<file path="config.mk">
export PLATFORM = sky130hd
export DESIGN_NAME = output_compare_pwm_unit
export DESIGN_NICKNAME = d
export VERILOG_FILES = /design/src/rtl/HANDOVER_unused.sv /design/src/rtl/oc_pkg.sv /design/src/rtl/output_compare_pwm_unit.sv
export VERILOG_INCLUDE_DIRS = /design/src /design/src/rtl
export SDC_FILE = /design/constraint.sdc
export NUM_CORES = 1
export LEC_CHECK = 0
export BUFFER_PORTS_ARGS = -buffer_cell sky130_fd_sc_hd__buf_2
export CAP_MARGIN = 20
export CORE_ASPECT_RATIO = 1.4
export CORE_MARGIN = 4
export CORE_UTILIZATION = 30
export DETAILED_ROUTE_END_ITERATION = 8
export HOLD_SLACK_MARGIN = 0.03
export PLACE_DENSITY = 0.51
export SYNTH_ARGS = -nofsm -noshare
export SYNTH_HDL_FRONTEND = slang
export SYNTH_SLANG_ARGS = --single-unit
</file>
<file path="constraint.sdc">
create_clock -name clk -period 3.3 [get_ports clk]
set_input_delay 0.165 -clock clk [delete_from_list [all_inputs] [get_ports clk]]
set_output_delay 0.165 -clock clk [all_outputs]
set_load 0.1 [all_outputs]
</file>
<file path="src/rtl/oc_regs.svh">
// Register map, field positions, mode codes and reset values of the
// output compare unit.
// Assumes inclusion by bare name from the top module and the bench.
//
// Notes on behaviour
// - Enable bit turns the unit on or off.
// - Idle-stop bit halts the unit during processor idle, except the fault input in mode 111.
// - Wide select compares full 32-bit values.
// - Narrow select compares low 16 bits only.
// - Fault flag set by hardware, cleared by a mode write once the fault is gone.
// - Fault flag reads zero outside fault PWM mode.
// - Timebase select picks timebase B or A.
// - Mode 111 is PWM with fault input active.
// - Mode 110 is PWM ignoring the fault input.
// - Mode 101: start low, then repeating pulses.
// - Mode 100: start low, then one pulse.
// - Mode 011 toggles the pin per match.
// - Mode 010: start high, match drives low.
// - Mode 001: start low, match drives high.
// - Mode 000 disables output, unit stays powered.
`ifndef OC_REGS_SVH
`define OC_REGS_SVH

`define CTL_OFS 8'h00
`define PRI_OFS 8'h04
`define SEC_OFS 8'h08
`define STAT_OFS 8'h0c
`define CLR_OFS 8'h10
`define EN_OFS 8'h14

`define ON_BIT 15
`define IDLE_STOP_BIT 13
`define WIDE_BIT 5
`define FLAG_BIT 4
`define TSEL_BIT 3
`define MODE_MSB 2
`define MODE_LSB 0
`define NARROW_W 16

`define MODE_OFF 3'h0
`define MODE_SET_HIGH 3'h1
`define MODE_SET_LOW 3'h2
`define MODE_TOGGLE 3'h3
`define MODE_ONE_PULSE 3'h4
`define MODE_PULSE_TRAIN 3'h5
`define MODE_PWM 3'h6
`define MODE_PWM_FAULT 3'h7

`define EV_W 3
`define REG_RESET 32'h0000_0000
`define RESP_OKAY 2'h0
`define RESP_SLVERR 2'h2

`endif

</file>
<file path="src/rtl/HANDOVER_unused.sv">
`timescale 1ns/1ns

</file>
<file path="src/rtl/oc_pkg.sv">
// Types used by the output compare unit and its assertions.
// Assumes the constants header is on the include path.
package oc_pkg;
  // Writable control fields of the control register.
  typedef struct packed {
    logic on;
    logic idle_stop;
    logic wide;
    logic tsel;
    logic [2:0] mode;
  } ctrl_t;

  // Events that set the sticky status bits, bit 0 first from the right.
  typedef struct packed {
    logic flt;
    logic sec;
    logic pri;
  } events_t;

  // Pulse sequencer states.
  typedef enum logic [3:0] {
    pulse_idle = 4'b0001,
    pulse_rise = 4'b0010,
    pulse_fall = 4'b0100,
    pulse_done = 4'b1000
  } pulse_t;

  // Register selected by a bus address.
  typedef enum logic [2:0] {
    sel_ctl = 3'h0,
    sel_pri = 3'h1,
    sel_sec = 3'h2,
    sel_stat = 3'h3,
    sel_clr = 3'h4,
    sel_en = 3'h5,
    sel_none = 3'h7
  } reg_sel_t;
endpackage : oc_pkg

</file>
<file path="src/rtl/output_compare_pwm_unit.sv">
// Output compare unit with pulse and PWM modes behind an AXI4-Lite slave.
// Assumes timebases come from logic on clk and the fault pin is
// asynchronous and active low.
`timescale 1ns/1ns
`default_nettype none
`include "oc_regs.svh"

module output_compare_pwm_unit (
  // Clock and reset.
  input wire logic clk,
  input wire logic reset,
  // AXI4-Lite write address and data.
  input wire logic [7:0] awaddr,
  input wire logic awvalid,
  output logic awready,
  input wire logic [31:0] wdata,
  input wire logic [3:0] wstrb,
  input wire logic wvalid,
  output logic wready,
  // AXI4-Lite write response.
  output logic [1:0] bresp,
  output logic bvalid,
  input wire logic bready,
  // AXI4-Lite read.
  input wire logic [7:0] araddr,
  input wire logic arvalid,
  output logic arready,
  output logic [31:0] rdata,
  output logic [1:0] rresp,
  output logic rvalid,
  input wire logic rready,
  // Timebases and processor state.
  input wire logic [31:0] timebase_a,
  input wire logic [31:0] timebase_b,
  input wire logic cpu_idle,
  // Pins and interrupt.
  input wire logic fault_in_n,
  output logic compare_output_pin,
  output logic irq
);

  // ***************************************************************
  // Helpers
  // ***************************************************************

  // Maps a byte address onto a register; misaligned is unmapped.
  function automatic oc_pkg::reg_sel_t reg_decode(input logic [7:0] a);
    case (a)
      `CTL_OFS: reg_decode = oc_pkg::sel_ctl;
      `PRI_OFS: reg_decode = oc_pkg::sel_pri;
      `SEC_OFS: reg_decode = oc_pkg::sel_sec;
      `STAT_OFS: reg_decode = oc_pkg::sel_stat;
      `CLR_OFS: reg_decode = oc_pkg::sel_clr;
      `EN_OFS: reg_decode = oc_pkg::sel_en;
      default: reg_decode = oc_pkg::sel_none;
    endcase
  endfunction : reg_decode

  // Replaces the bytes of a word that the strobes select.
  function automatic logic [31:0] merge_bytes(input logic [31:0] old,
      input logic [31:0] nw, input logic [3:0] st);
    merge_bytes = old;
    for (int i = 0; i < 4; i++) begin
      if (st[i]) begin
        merge_bytes[i*8 +: 8] = nw[i*8 +: 8];
      end
    end
  endfunction : merge_bytes

  // Packs control fields and the fault flag into a word.
  function automatic logic [31:0] ctl_word(input oc_pkg::ctrl_t c,
      input logic flag);
    ctl_word = `REG_RESET;
    ctl_word[`ON_BIT] = c.on;
    ctl_word[`IDLE_STOP_BIT] = c.idle_stop;
    ctl_word[`WIDE_BIT] = c.wide;
    ctl_word[`FLAG_BIT] = flag;
    ctl_word[`TSEL_BIT] = c.tsel;
    ctl_word[`MODE_MSB:`MODE_LSB] = c.mode;
  endfunction : ctl_word

  // ***************************************************************
  // Bus slave
  // ***************************************************************

  logic awready_q, wready_q, bvalid_q, arready_q, rvalid_q;
  logic aw_full_q, w_full_q;
  logic [7:0] awaddr_q;
  logic [31:0] wdata_q, rdata_q;
  logic [3:0] wstrb_q;
  logic [1:0] bresp_q, rresp_q;
  logic wr_fire;
  oc_pkg::reg_sel_t wr_sel;

  // A write commits once both halves are held and no response waits.
  assign wr_fire = aw_full_q && w_full_q && !bvalid_q;
  assign wr_sel = reg_decode(awaddr_q);

  // Write address and data are taken in either order.
  always_ff @(posedge clk) begin
    if (reset) begin
      awready_q <= 1'b1;
      wready_q <= 1'b1;
      aw_full_q <= 1'b0;
      w_full_q <= 1'b0;
      awaddr_q <= 8'h00;
      wdata_q <= `REG_RESET;
      wstrb_q <= 4'h0;
    end else begin
      if (awvalid && awready_q) begin
        aw_full_q <= 1'b1;
        awready_q <= 1'b0;
        awaddr_q <= awaddr;
      end
      if (wvalid && wready_q) begin
        w_full_q <= 1'b1;
        wready_q <= 1'b0;
        wdata_q <= wdata;
        wstrb_q <= wstrb;
      end
      if (wr_fire) begin
        aw_full_q <= 1'b0;
        w_full_q <= 1'b0;
      end
      if (bvalid_q && bready) begin
        awready_q <= 1'b1;
        wready_q <= 1'b1;
      end
    end
  end

  // Write response; unmapped addresses answer with a slave error.
  always_ff @(posedge clk) begin
    if (reset) begin
      bvalid_q <= 1'b0;
      bresp_q <= `RESP_OKAY;
    end else if (wr_fire) begin
      bvalid_q <= 1'b1;
      bresp_q <= (wr_sel == oc_pkg::sel_none) ? `RESP_SLVERR : `RESP_OKAY;
    end else if (bready) begin
      bvalid_q <= 1'b0;
    end
  end

  // ***************************************************************
  // Registers
  // ***************************************************************

  oc_pkg::ctrl_t ctl_q, ctl_d;
  logic [31:0] pri_q, sec_q, wr_ctl_word;
  logic [`EV_W-1:0] stat_q, en_q, clr_v;
  logic wr_ctl, wr_mode, flt_q, irq_q;
  oc_pkg::events_t ev;

  assign wr_ctl = wr_fire && (wr_sel == oc_pkg::sel_ctl);
  assign wr_mode = wr_ctl && wstrb_q[0];
  assign wr_ctl_word = merge_bytes(ctl_word(ctl_q, 1'b0), wdata_q, wstrb_q);
  assign clr_v = (wr_fire && wr_sel == oc_pkg::sel_clr && wstrb_q[0]) ?
                 wdata_q[`EV_W-1:0] : {`EV_W{1'b0}};

  // Next control value; the fault flag position is not writable.
  always_comb begin
    ctl_d = ctl_q;
    if (wr_ctl) begin
      ctl_d.on = wr_ctl_word[`ON_BIT];
      ctl_d.idle_stop = wr_ctl_word[`IDLE_STOP_BIT];
      ctl_d.wide = wr_ctl_word[`WIDE_BIT];
      ctl_d.tsel = wr_ctl_word[`TSEL_BIT];
      ctl_d.mode = wr_ctl_word[`MODE_MSB:`MODE_LSB];
    end
  end

  // Control, compare values and interrupt enable.
  always_ff @(posedge clk) begin
    if (reset) begin
      ctl_q <= '0;
      pri_q <= `REG_RESET;
      sec_q <= `REG_RESET;
      en_q <= {`EV_W{1'b0}};
    end else begin
      ctl_q <= ctl_d;
      if (wr_fire && wr_sel == oc_pkg::sel_pri) begin
        pri_q <= merge_bytes(pri_q, wdata_q, wstrb_q);
      end
      if (wr_fire && wr_sel == oc_pkg::sel_sec) begin
        sec_q <= merge_bytes(sec_q, wdata_q, wstrb_q);
      end
      if (wr_fire && wr_sel == oc_pkg::sel_en && wstrb_q[0]) begin
        en_q <= wdata_q[`EV_W-1:0];
      end
    end
  end

  // Sticky status; a new event wins over a clear in the same cycle.
  always_ff @(posedge clk) begin
    if (reset) begin
      stat_q <= {`EV_W{1'b0}};
      irq_q <= 1'b0;
    end else begin
      stat_q <= (stat_q & ~clr_v) | ev;
      irq_q <= |(stat_q & en_q);
    end
  end

  // Read channel; the fault flag reads only in fault PWM mode.
  always_ff @(posedge clk) begin
    if (reset) begin
      arready_q <= 1'b1;
      rvalid_q <= 1'b0;
      rdata_q <= `REG_RESET;
      rresp_q <= `RESP_OKAY;
    end else if (arvalid && arready_q) begin
      arready_q <= 1'b0;
      rvalid_q <= 1'b1;
      rresp_q <= `RESP_OKAY;
      case (reg_decode(araddr))
        oc_pkg::sel_ctl: rdata_q <= ctl_word(ctl_q,
            flt_q && ctl_q.mode == `MODE_PWM_FAULT);
        oc_pkg::sel_pri: rdata_q <= pri_q;
        oc_pkg::sel_sec: rdata_q <= sec_q;
        oc_pkg::sel_stat: rdata_q <= {{(32-`EV_W){1'b0}}, stat_q};
        oc_pkg::sel_en: rdata_q <= {{(32-`EV_W){1'b0}}, en_q};
        oc_pkg::sel_clr: rdata_q <= `REG_RESET;
        default: begin
          rdata_q <= `REG_RESET;
          rresp_q <= `RESP_SLVERR;
        end
      endcase
    end else if (rvalid_q && rready) begin
      rvalid_q <= 1'b0;
      arready_q <= 1'b1;
    end
  end

  // ***************************************************************
  // Compare engine
  // ***************************************************************

  logic fault_meta_q, fault_sync_q, fault_s, halt, run;
  logic moved, match_p, match_s, period_start, init_evt, pin_q;
  logic [31:0] tb_sel, tb_cmp, tb_q, pri_cmp, sec_cmp;
  oc_pkg::pulse_t pulse_q;

  // Two-stage synchroniser for the asynchronous fault pin.
  always_ff @(posedge clk) begin
    if (reset) begin
      fault_meta_q <= 1'b1;
      fault_sync_q <= 1'b1;
    end else begin
      fault_meta_q <= fault_in_n;
      fault_sync_q <= fault_meta_q;
    end
  end

  assign fault_s = !fault_sync_q;
  assign halt = ctl_q.idle_stop && cpu_idle;
  assign run = ctl_q.on && !halt;
  assign tb_sel = ctl_q.tsel ? timebase_b : timebase_a;
  // Narrow mode masks both sides to the low half.
  assign tb_cmp = ctl_q.wide ? tb_sel :
                  {{`NARROW_W{1'b0}}, tb_sel[`NARROW_W-1:0]};
  assign pri_cmp = ctl_q.wide ? pri_q :
                   {{`NARROW_W{1'b0}}, pri_q[`NARROW_W-1:0]};
  assign sec_cmp = ctl_q.wide ? sec_q :
                   {{`NARROW_W{1'b0}}, sec_q[`NARROW_W-1:0]};
  // A match counts once per new timebase value, not while it holds.
  assign moved = tb_cmp != tb_q;
  assign match_p = run && moved && tb_cmp == pri_cmp;
  assign match_s = run && moved && tb_cmp == sec_cmp;
  assign period_start = run && moved && tb_cmp == `REG_RESET;
  // Enabling or changing the mode loads the starting pin level.
  assign init_evt = wr_ctl && ctl_d.on &&
                    (ctl_d.mode != ctl_q.mode || !ctl_q.on);
  // One driver for the event word: fault, secondary, primary.
  assign ev = {ctl_q.on && ctl_q.mode == `MODE_PWM_FAULT && fault_s &&
               !flt_q, match_s, match_p};

  // Last compared timebase value.
  always_ff @(posedge clk) begin
    if (reset) begin
      tb_q <= `REG_RESET;
    end else begin
      tb_q <= tb_cmp;
    end
  end

  // Fault flag; only a mode rewrite with the fault gone clears it.
  always_ff @(posedge clk) begin
    if (reset) begin
      flt_q <= 1'b0;
    end else if (ctl_q.on && ctl_q.mode == `MODE_PWM_FAULT && fault_s) begin
      flt_q <= 1'b1;
    end else if (wr_mode && !fault_s) begin
      flt_q <= 1'b0;
    end
  end

  // Pulse sequencer for single and continuous pulse modes.
  always_ff @(posedge clk) begin
    if (reset) begin
      pulse_q <= oc_pkg::pulse_idle;
    end else if (init_evt) begin
      pulse_q <= (ctl_d.mode == `MODE_ONE_PULSE ||
                  ctl_d.mode == `MODE_PULSE_TRAIN) ?
                 oc_pkg::pulse_rise : oc_pkg::pulse_idle;
    end else if (!ctl_q.on) begin
      pulse_q <= oc_pkg::pulse_idle;
    end else begin
      case (pulse_q)
        oc_pkg::pulse_rise: begin
          if (match_p) begin
            pulse_q <= oc_pkg::pulse_fall;
          end
        end
        oc_pkg::pulse_fall: begin
          if (match_s) begin
            pulse_q <= (ctl_q.mode == `MODE_PULSE_TRAIN) ?
                       oc_pkg::pulse_rise : oc_pkg::pulse_done;
          end
        end
        oc_pkg::pulse_idle: pulse_q <= oc_pkg::pulse_idle;
        oc_pkg::pulse_done: pulse_q <= oc_pkg::pulse_done;
        default: pulse_q <= oc_pkg::pulse_idle;
      endcase
    end
  end

  // Output pin level for every mode.
  always_ff @(posedge clk) begin
    if (reset) begin
      pin_q <= 1'b0;
    end else if (init_evt) begin
      pin_q <= (ctl_d.mode == `MODE_SET_LOW);
    end else if (!ctl_q.on || ctl_q.mode == `MODE_OFF) begin
      pin_q <= 1'b0;
    end else if (ctl_q.mode == `MODE_PWM_FAULT && (fault_s || flt_q)) begin
      pin_q <= 1'b0;
    end else if (!halt) begin
      case (ctl_q.mode)
        `MODE_SET_HIGH: if (match_p) pin_q <= 1'b1;
        `MODE_SET_LOW: if (match_p) pin_q <= 1'b0;
        `MODE_TOGGLE: if (match_p) pin_q <= !pin_q;
        `MODE_ONE_PULSE, `MODE_PULSE_TRAIN: begin
          if (pulse_q == oc_pkg::pulse_rise && match_p) begin
            pin_q <= 1'b1;
          end else if (pulse_q == oc_pkg::pulse_fall && match_s) begin
            pin_q <= 1'b0;
          end
        end
        `MODE_PWM, `MODE_PWM_FAULT: begin
          // Duty match wins over period start, so zero duty stays low.
          if (match_p) begin
            pin_q <= 1'b0;
          end else if (period_start) begin
            pin_q <= 1'b1;
          end
        end
        default: pin_q <= 1'b0;
      endcase
    end
  end

  assign awready = awready_q;
  assign wready = wready_q;
  assign bvalid = bvalid_q;
  assign bresp = bresp_q;
  assign arready = arready_q;
  assign rvalid = rvalid_q;
  assign rdata = rdata_q;
  assign rresp = rresp_q;
  assign compare_output_pin = pin_q;
  assign irq = irq_q;
endmodule : output_compare_pwm_unit
`default_nettype wire

</file>
==> results_dict.tcl, run 1 <==
set metrics [dict create \
    synthXorXnorAreaFrac_pct 4.67 \
    die_x_um 160 \
    switching_share_pct 23.9 \
    grt_overflow 0 \
    grt_pass1_vias 9401 \
    criticalPathCategory "flip-flop to flip-flop" \
    synth_area_um2 9760 \
    cts_max_path_buffers 3 \
    clock_latency_ps 520 \
    antenna_found_initial 0 \
    ys_seq_area_share_pct 41.7 \
    wl_per_cell_um 18.8 \
    final_antenna_net_count 0 \
    worst_pin_slew_ps 866 \
    yosys_warnings 0 \
    ys_ff_latch 203 \
    netlist.area_leader.share_pct 41.7 \
    synth_simple_gate_area_share_pct 22.7 \
    fin_crit_sh_pct 97.9 \
    rows 77 \
    power_frac_clock_pct 48.2 \
    syn_avg_cell_area_um2 8.12 \
    ios 168 \
    n_antenna_cell 0 \
    setup_tns_ps 0 \
    total_power_w 0.00592 \
    hold_violations 0 \
    synth_edf_count 0 \
    cts_tree "yes" \
    nets 1573 \
    setup_ws_ps 70.8 \
    place.gp.congestion 0.948 \
    synthTopCellsByArea "dfxtp_1 (42%), nand2_1 (9.3%), a21oi_1 (8.5%)" \
    numCtsBuffers 24 \
    yosysTopAreaCell "dfxtp_1" \
    hpwl_mm 26.8 \
    reg2reg_slack_ps 70 \
    critical_path.most_common_cell "buf_4" \
    outcome "complete, no violations" \
    cp_max_fo 6 \
    seqPwrFrac_pct 43.2 \
    combPwrFrac_pct 8.6 \
    crit_chain "buf_12 > buf_4 > mux2i_4 > xor2_2 > o2111ai_1 > or4_1 > a2111oi_4 > buf_4 > nand2_2 > and3_4 > o211a_1 > o221ai_2" \
    route.detailed.drc 0 \
    wl_mm 35.7 \
    grt_pass1_wl_mm 54.7 \
    drt-initial-drc-count 455 \
    cp_slowest_cell "or4_1" \
    worstPathRequired_ps 3750 \
    drv_cap 0 \
    htree_levels 1 \
    arrival_ps 3680 \
    pre_cts_slack_ps -185 \
    port_buffers 165 \
    p_int_w 0.00451 \
    synth-compound-area-share_pct 19.2 \
    start_util_pct 30.6 \
    drt-pass1-iter-count 7 \
    grt_max_degree 86 \
    skew_ps 10.1 \
    setup_viol 0 \
    critPathMaxStageDelay_ps 620 \
    finalMaxSlewViolations 0 \
    num_vias 9566 \
    start_kind "flip-flop" \
    max_clock_freq_ghz 0.310 \
    routed_via_density 5.03 \
    async_reset_ff_share_pct 0 \
    p_sw_w 0.00141 \
    clock-sinks 203 \
    coreArea_um2 31900 \
    synth_top_family_by_area "simple AND/OR/NAND/NOR gates" \
    synth_cells 1201 \
    cts.clk_slew.worst_paths_ps 60 \
    min-delay-path-class "input port to flip-flop" \
    final_area_um2 13000 \
    maxSlewHeadroom_pct 42.3 \
    grtUsageTotal_pct 19.3 \
    end_kind "flip-flop" \
    pwr_density_cell_nw_per_um2 457 \
    placed_cell_area_um2 11300 \
    synthAdderAreaFrac_pct 0 \
    ir_drop_mv 0.285 \
    leakage_nw 5.00 \
    ys_types 71 \
    muxShareOfSynthArea_pct 7.45 \
    period_needed_ps 3230 \
    drive_gt1_share_pct 22.8 \
    syn2layout_area_growth_pct 32.8 \
    dieArea_um2 35500 \
    fp.dieH_um 221 \
    synth_ff_type "dfxtp_1" \
    fin_util_pct 40.6 \
    cts-root-buf "clkbuf_16" \
]
==> cell usage in the layout, fill, tap and decap left out, drive strengths merged, types with 8 or more instances in the layout <==
master and count:
dlygate4sd3 64, clkbuf 34, a21oi 166, inv 11, mux2 15, mux2i 36, and2 8, xor2 52
o22ai 8, and3 8, nor3 18, a2111oi 10, nand3 42, o2111ai 11, nor2 119, nand2 246
o21ai 24, dfxtp 203, a21boi 27, a22oi 30, nand4 11, buf 238
==> metrics by stage <==
step	hold slack, ps	instances
after floorplan	265	1202
after global placement	352	1784
after detailed placement	357	1784
after CTS	37.3	1893
after global routing	85.0	1900
final	72.3	1900
==> logic make-up (layout without fill, tap and decap cells) <==
kind of cell | Yosys count | count (layout)
buffers and inverters | 93 | 357
AND/OR/NAND/NOR | 498 | 498
other | 1 | 2
AO/OA/AOI/OAI | 303 | 303
multiplexers | 51 | 51
flip-flops | 203 | 203
XOR/XNOR | 52 | 52
==> power groups by stage <==
| stage | clock network [W] | logic, W | registers (W) |
|---|---|---|---|
| 2_1_floorplan | 0 | 0.000237 | 0.00262 |
| 3_3_place_gp | 0 | 0.000445 | 0.00261 |
| 3_5_place_dp | 0 | 0.000446 | 0.00261 |
| 4_1_cts | 0.00294 | 0.000507 | 0.00256 |
| 5_1_grt | 0.00304 | 0.000557 | 0.00256 |
| 6_report | 0.00285 | 0.000511 | 0.00256 |
==> worst max-delay path, delay by kind of cell (launching register included) <==
kind / cells / cell delay [ps]
AND/OR/NAND/NOR: 3 / 920
AO/OA/AOI/OAI: 4 / 830
buffers and inverters: 3 / 480
flip-flops: 1 / 380
multiplexers: 1 / 330
XOR/XNOR: 1 / 220
==> registers in the layout (all words and copies together) (netlist names), 3 cells and up <==
name and count:
wdata_q 32, awaddr_q 8, ctl_q 7, sec_q 32, rdata 32, pulse_q 4, stat_q 3, pri_q 32
en_q 3, tb_q 32, wstrb_q 4
==> layout make-up <==
type                       instances  area (um^2)
timing repair buffer             303         2100
tap                              434          543
clock inverter                    11          166
sequential                       203         4070
fill                            3251        18900
inverter                          10         37.5
clock buffer                      33          696
multi-input combinational        906         5350
==> path summary, 6_finish.rpt <==
path                                   start                  to  depth (start not counted)
worst max-delay path                ctl_q[3]  compare_output_pin                         12
worst min-delay path                 awvalid           aw_full_q                          3
worst max register to register      ctl_q[3]  compare_output_pin                         12
worst min register to register  fault_meta_q        fault_sync_q                          1
==> synthesized netlist by cell type, types with 3 or more instances <==
master and instances:
a2111oi_0 8, a21boi_0 26, a21oi_1 166, a221oi_1 3, a22oi_1 30, and2_1 8, and3_1 7, buf_1 5
buf_2 4, buf_4 3, clkbuf_1 67, dfxtp_1 203, inv_1 9, mux2_1 3, mux2_2 8, mux2_4 4
mux2i_1 20, mux2i_4 14, nand2_1 243, nand2b_1 3, nand3_1 42, nand3b_1 4, nand4_1 11, nor2_1 119
nor3_1 18, nor3b_1 6, nor4_1 7, nor4b_1 7, o2111ai_1 11, o21ai_0 23, o22a_1 4, o22ai_1 8
o31a_1 3, or4_1 6, xor2_1 52
==> per-layer routing <==
metal / GRT usage (%) / wire (um) / vias to the layer above
met5: 0 / 0 / -
met4: 8.36 / 1570 / 0
met3: 2.25 / 1650 / 65
met2: 33.2 / 17500 / 295
met1: 24.2 / 15000 / 4521
li1: - / - / 4685
==> repair_timing <==
item                                   in CTS  in global routing
buffers inserted                            1                  7
hold buffers                               64                  0
endpoints found under the hold margin      53                  0
pin swaps                                   0                  2
resized for setup                           5                  9
setup endpoints to repair                   5                  5
Note: power is estimated with default switching activity, not from simulation.
==> run 2: changes to the inputs <==
CORE_MARGIN = unset   (was 4)
SETUP_SLACK_MARGIN = 0.4   (was unset)
==> run 2 against run 1 <==
  * Clock skew is 5.3 ps higher
  * Routed wire length is 0.46% lower
  * Sequential cell count stayed put
  * Core utilization is 0.84 points higher
  * Worst hold slack worse by 18 ps
  * First-iteration DRC count is 41% higher
  * Total power is 4.5% lower
  * Clock power is 9.8% lower
  * Global-route usage is 1.8 points higher
  * Die area is 6.3% lower
  * Count of clock-buffer cells in the layout stayed put
==> results_dict.tcl, run 2 (synthesis gave the netlist of run 1 again) <==
set metrics [dict create \
    outcome "complete, no violations" \
    reg2reg_slack_ps 250 \
    numCtsBuffers 23 \
    grtUsageTotal_pct 21.1 \
    ir_drop_mv 0.315 \
    worst_pin_slew_ps 801 \
    most-common-layout-cells "nand2_1 (235), dfxtp_1 (201), a21oi_1 (164), buf_2 (164), nor2_1 (118)" \
    syn2layout_area_growth_pct 35.1 \
    rows 77 \
    min-delay-path-class "input port to flip-flop" \
    grt_pass1_wl_mm 54.0 \
    route.detailed.drc 0 \
    cts-root-buf "clkbuf_16" \
    place.gp.congestion 0.962 \
    total_power_w 0.00566 \
    nets 1584 \
    port_buffers 165 \
    setup_tns_ps 0 \
    cp_max_fo 6 \
    setup_ws_ps 254 \
    pre_cts_slack_ps -216 \
    nFillCells 3244 \
    wl_mm 35.5 \
    hold_depth 3 \
    start_util_pct 30.7 \
    start_kind "flip-flop" \
    grt_max_degree 95 \
    maxSlewHeadroom_pct 46.6 \
    p_sw_w 0.00141 \
    finalMaxSlewViolations 0 \
    skew_ps 15.4 \
    drv_cap 0 \
    criticalPathCategory "flip-flop to flip-flop" \
    pwr_density_cell_nw_per_um2 429 \
    num_vias 9599 \
    cts_tree "yes" \
    critPathLaunch "ctl_q[3]" \
    fp.dieH_um 215 \
    regToRegEndpoint "compare_output_pin" \
    fin_crit_sh_pct 92.3 \
    placedCellCount 1748 \
    dieArea_um2 33300 \
    hold_violations 0 \
    wl_per_cell_um 19.0 \
    seqCellArea_um2 4070 \
    rr_startpoint "ctl_q[3]" \
    clock_latency_ps 530 \
    end_kind "flip-flop" \
    htree_levels 1 \
    ios 168 \
    whs_endpoint "rvalid" \
    antenna_found_initial 0 \
    grt_overflow 0 \
    combPwrFrac_pct 9.4 \
    final_antenna_net_count 0 \
    final_common_cell "nand2_1" \
    reg2regPathDepth 14 \
    drive_gt1_share_pct 24.6 \
    cts_max_path_buffers 3 \
    worstPathRequired_ps 3680 \
    arrival_ps 3420 \
    drt-initial-drc-count 642 \
    p_int_w 0.00424 \
    fin_util_pct 41.5 \
    max_clock_freq_ghz 0.328 \
    die_x_um 154 \
    n_antenna_cell 0 \
    drt-pass1-iter-count 4 \
    routed_via_density 5.13 \
    hp-start "arvalid" \
    seqPwrFrac_pct 45.2 \
    power_frac_clock_pct 45.4 \
    multi_input_area_um2 5550 \
    coreArea_um2 31800 \
    period_needed_ps 3050 \
    clock-sinks 203 \
    cts.clk_slew.worst_paths_ps 60 \
    leakage_nw 5.12 \
    hpwl_mm 26.1 \
    grt_pass1_vias 9336 \
    setup_viol 0 \
    switching_share_pct 25.0 \
    rsz0062_at_grt "true" \
    final_cells 1870 \
]
-- run 2: layout make-up --
class | count | area share, %
clock buffer | 33 | 4.88
clock inverter | 8 | 0.750
multi-input combinational | 906 | 42.1
sequential | 203 | 30.9
tap | 395 | 3.75
timing repair buffer | 315 | 17.4
inverter | 10 | 0.285
-- run 2: metal layers --
metal	vias to the layer above	part of all wire [%]	track usage [%]
met1	4507	43	26.3
met5	-	0	0
met2	320	48	36.4
met3	73	4.2	2.03
met4	0	4.7	10.2
li1	4699	-	-
-- run 2: worst max-delay path: stages, from the launching register on --
cell and delay (ps):
dfxtp_4 370, buf_12 130, buf_16 140, buf_6 120, mux2_4 320, nand2_4 70, buf_6 110, o2111ai_2 110
or4_4 520, a2111oi_4 250, buf_4 220, nand2_4 70, and3_4 190, o211ai_1 170, o221ai_2 110
-- run 2: worst max-delay path by stage --
stage	to	slack, ps
floorplan	pulse_q[1]	480
global placement	compare_output_pin	-190
detailed placement	compare_output_pin	-220
CTS	compare_output_pin	260
global route	compare_output_pin	160
finish	compare_output_pin	250
-- run 2: through the flow --
| step | hold slack [ps] | area, um^2 |
|---|---|---|
| global placement | 357 | 11300 |
| floorplan | 265 | 9760 |
| CTS | 31.0 | 13100 |
| detailed placement | 360 | 11300 |
| global route | 61.9 | 13200 |
| finish | 54.7 | 13200 |
-- run 2: power groups by stage --
stage          logic [W]  registers (W)  clock network, W
2_1_floorplan   0.000237        0.00262                 0
5_1_grt         0.000577        0.00256           0.00274
3_3_place_gp    0.000448        0.00261                 0
4_1_cts         0.000528        0.00255           0.00265
6_report        0.000532        0.00255           0.00257
3_5_place_dp    0.000450        0.00261                 0
-- run 2: timing repair --
| item | in CTS | in global routing |
|---|---|---|
| endpoints found under the hold margin | 56 | 0 |
| endpoints found under the setup margin | 6 | 6 |
| gates resized for setup | 57 | 16 |
| buffers inserted | 9 | 3 |
| gates cloned | 1 | 0 |
| hold buffers | 68 | 0 |
| pin swaps | 20 | 5 |
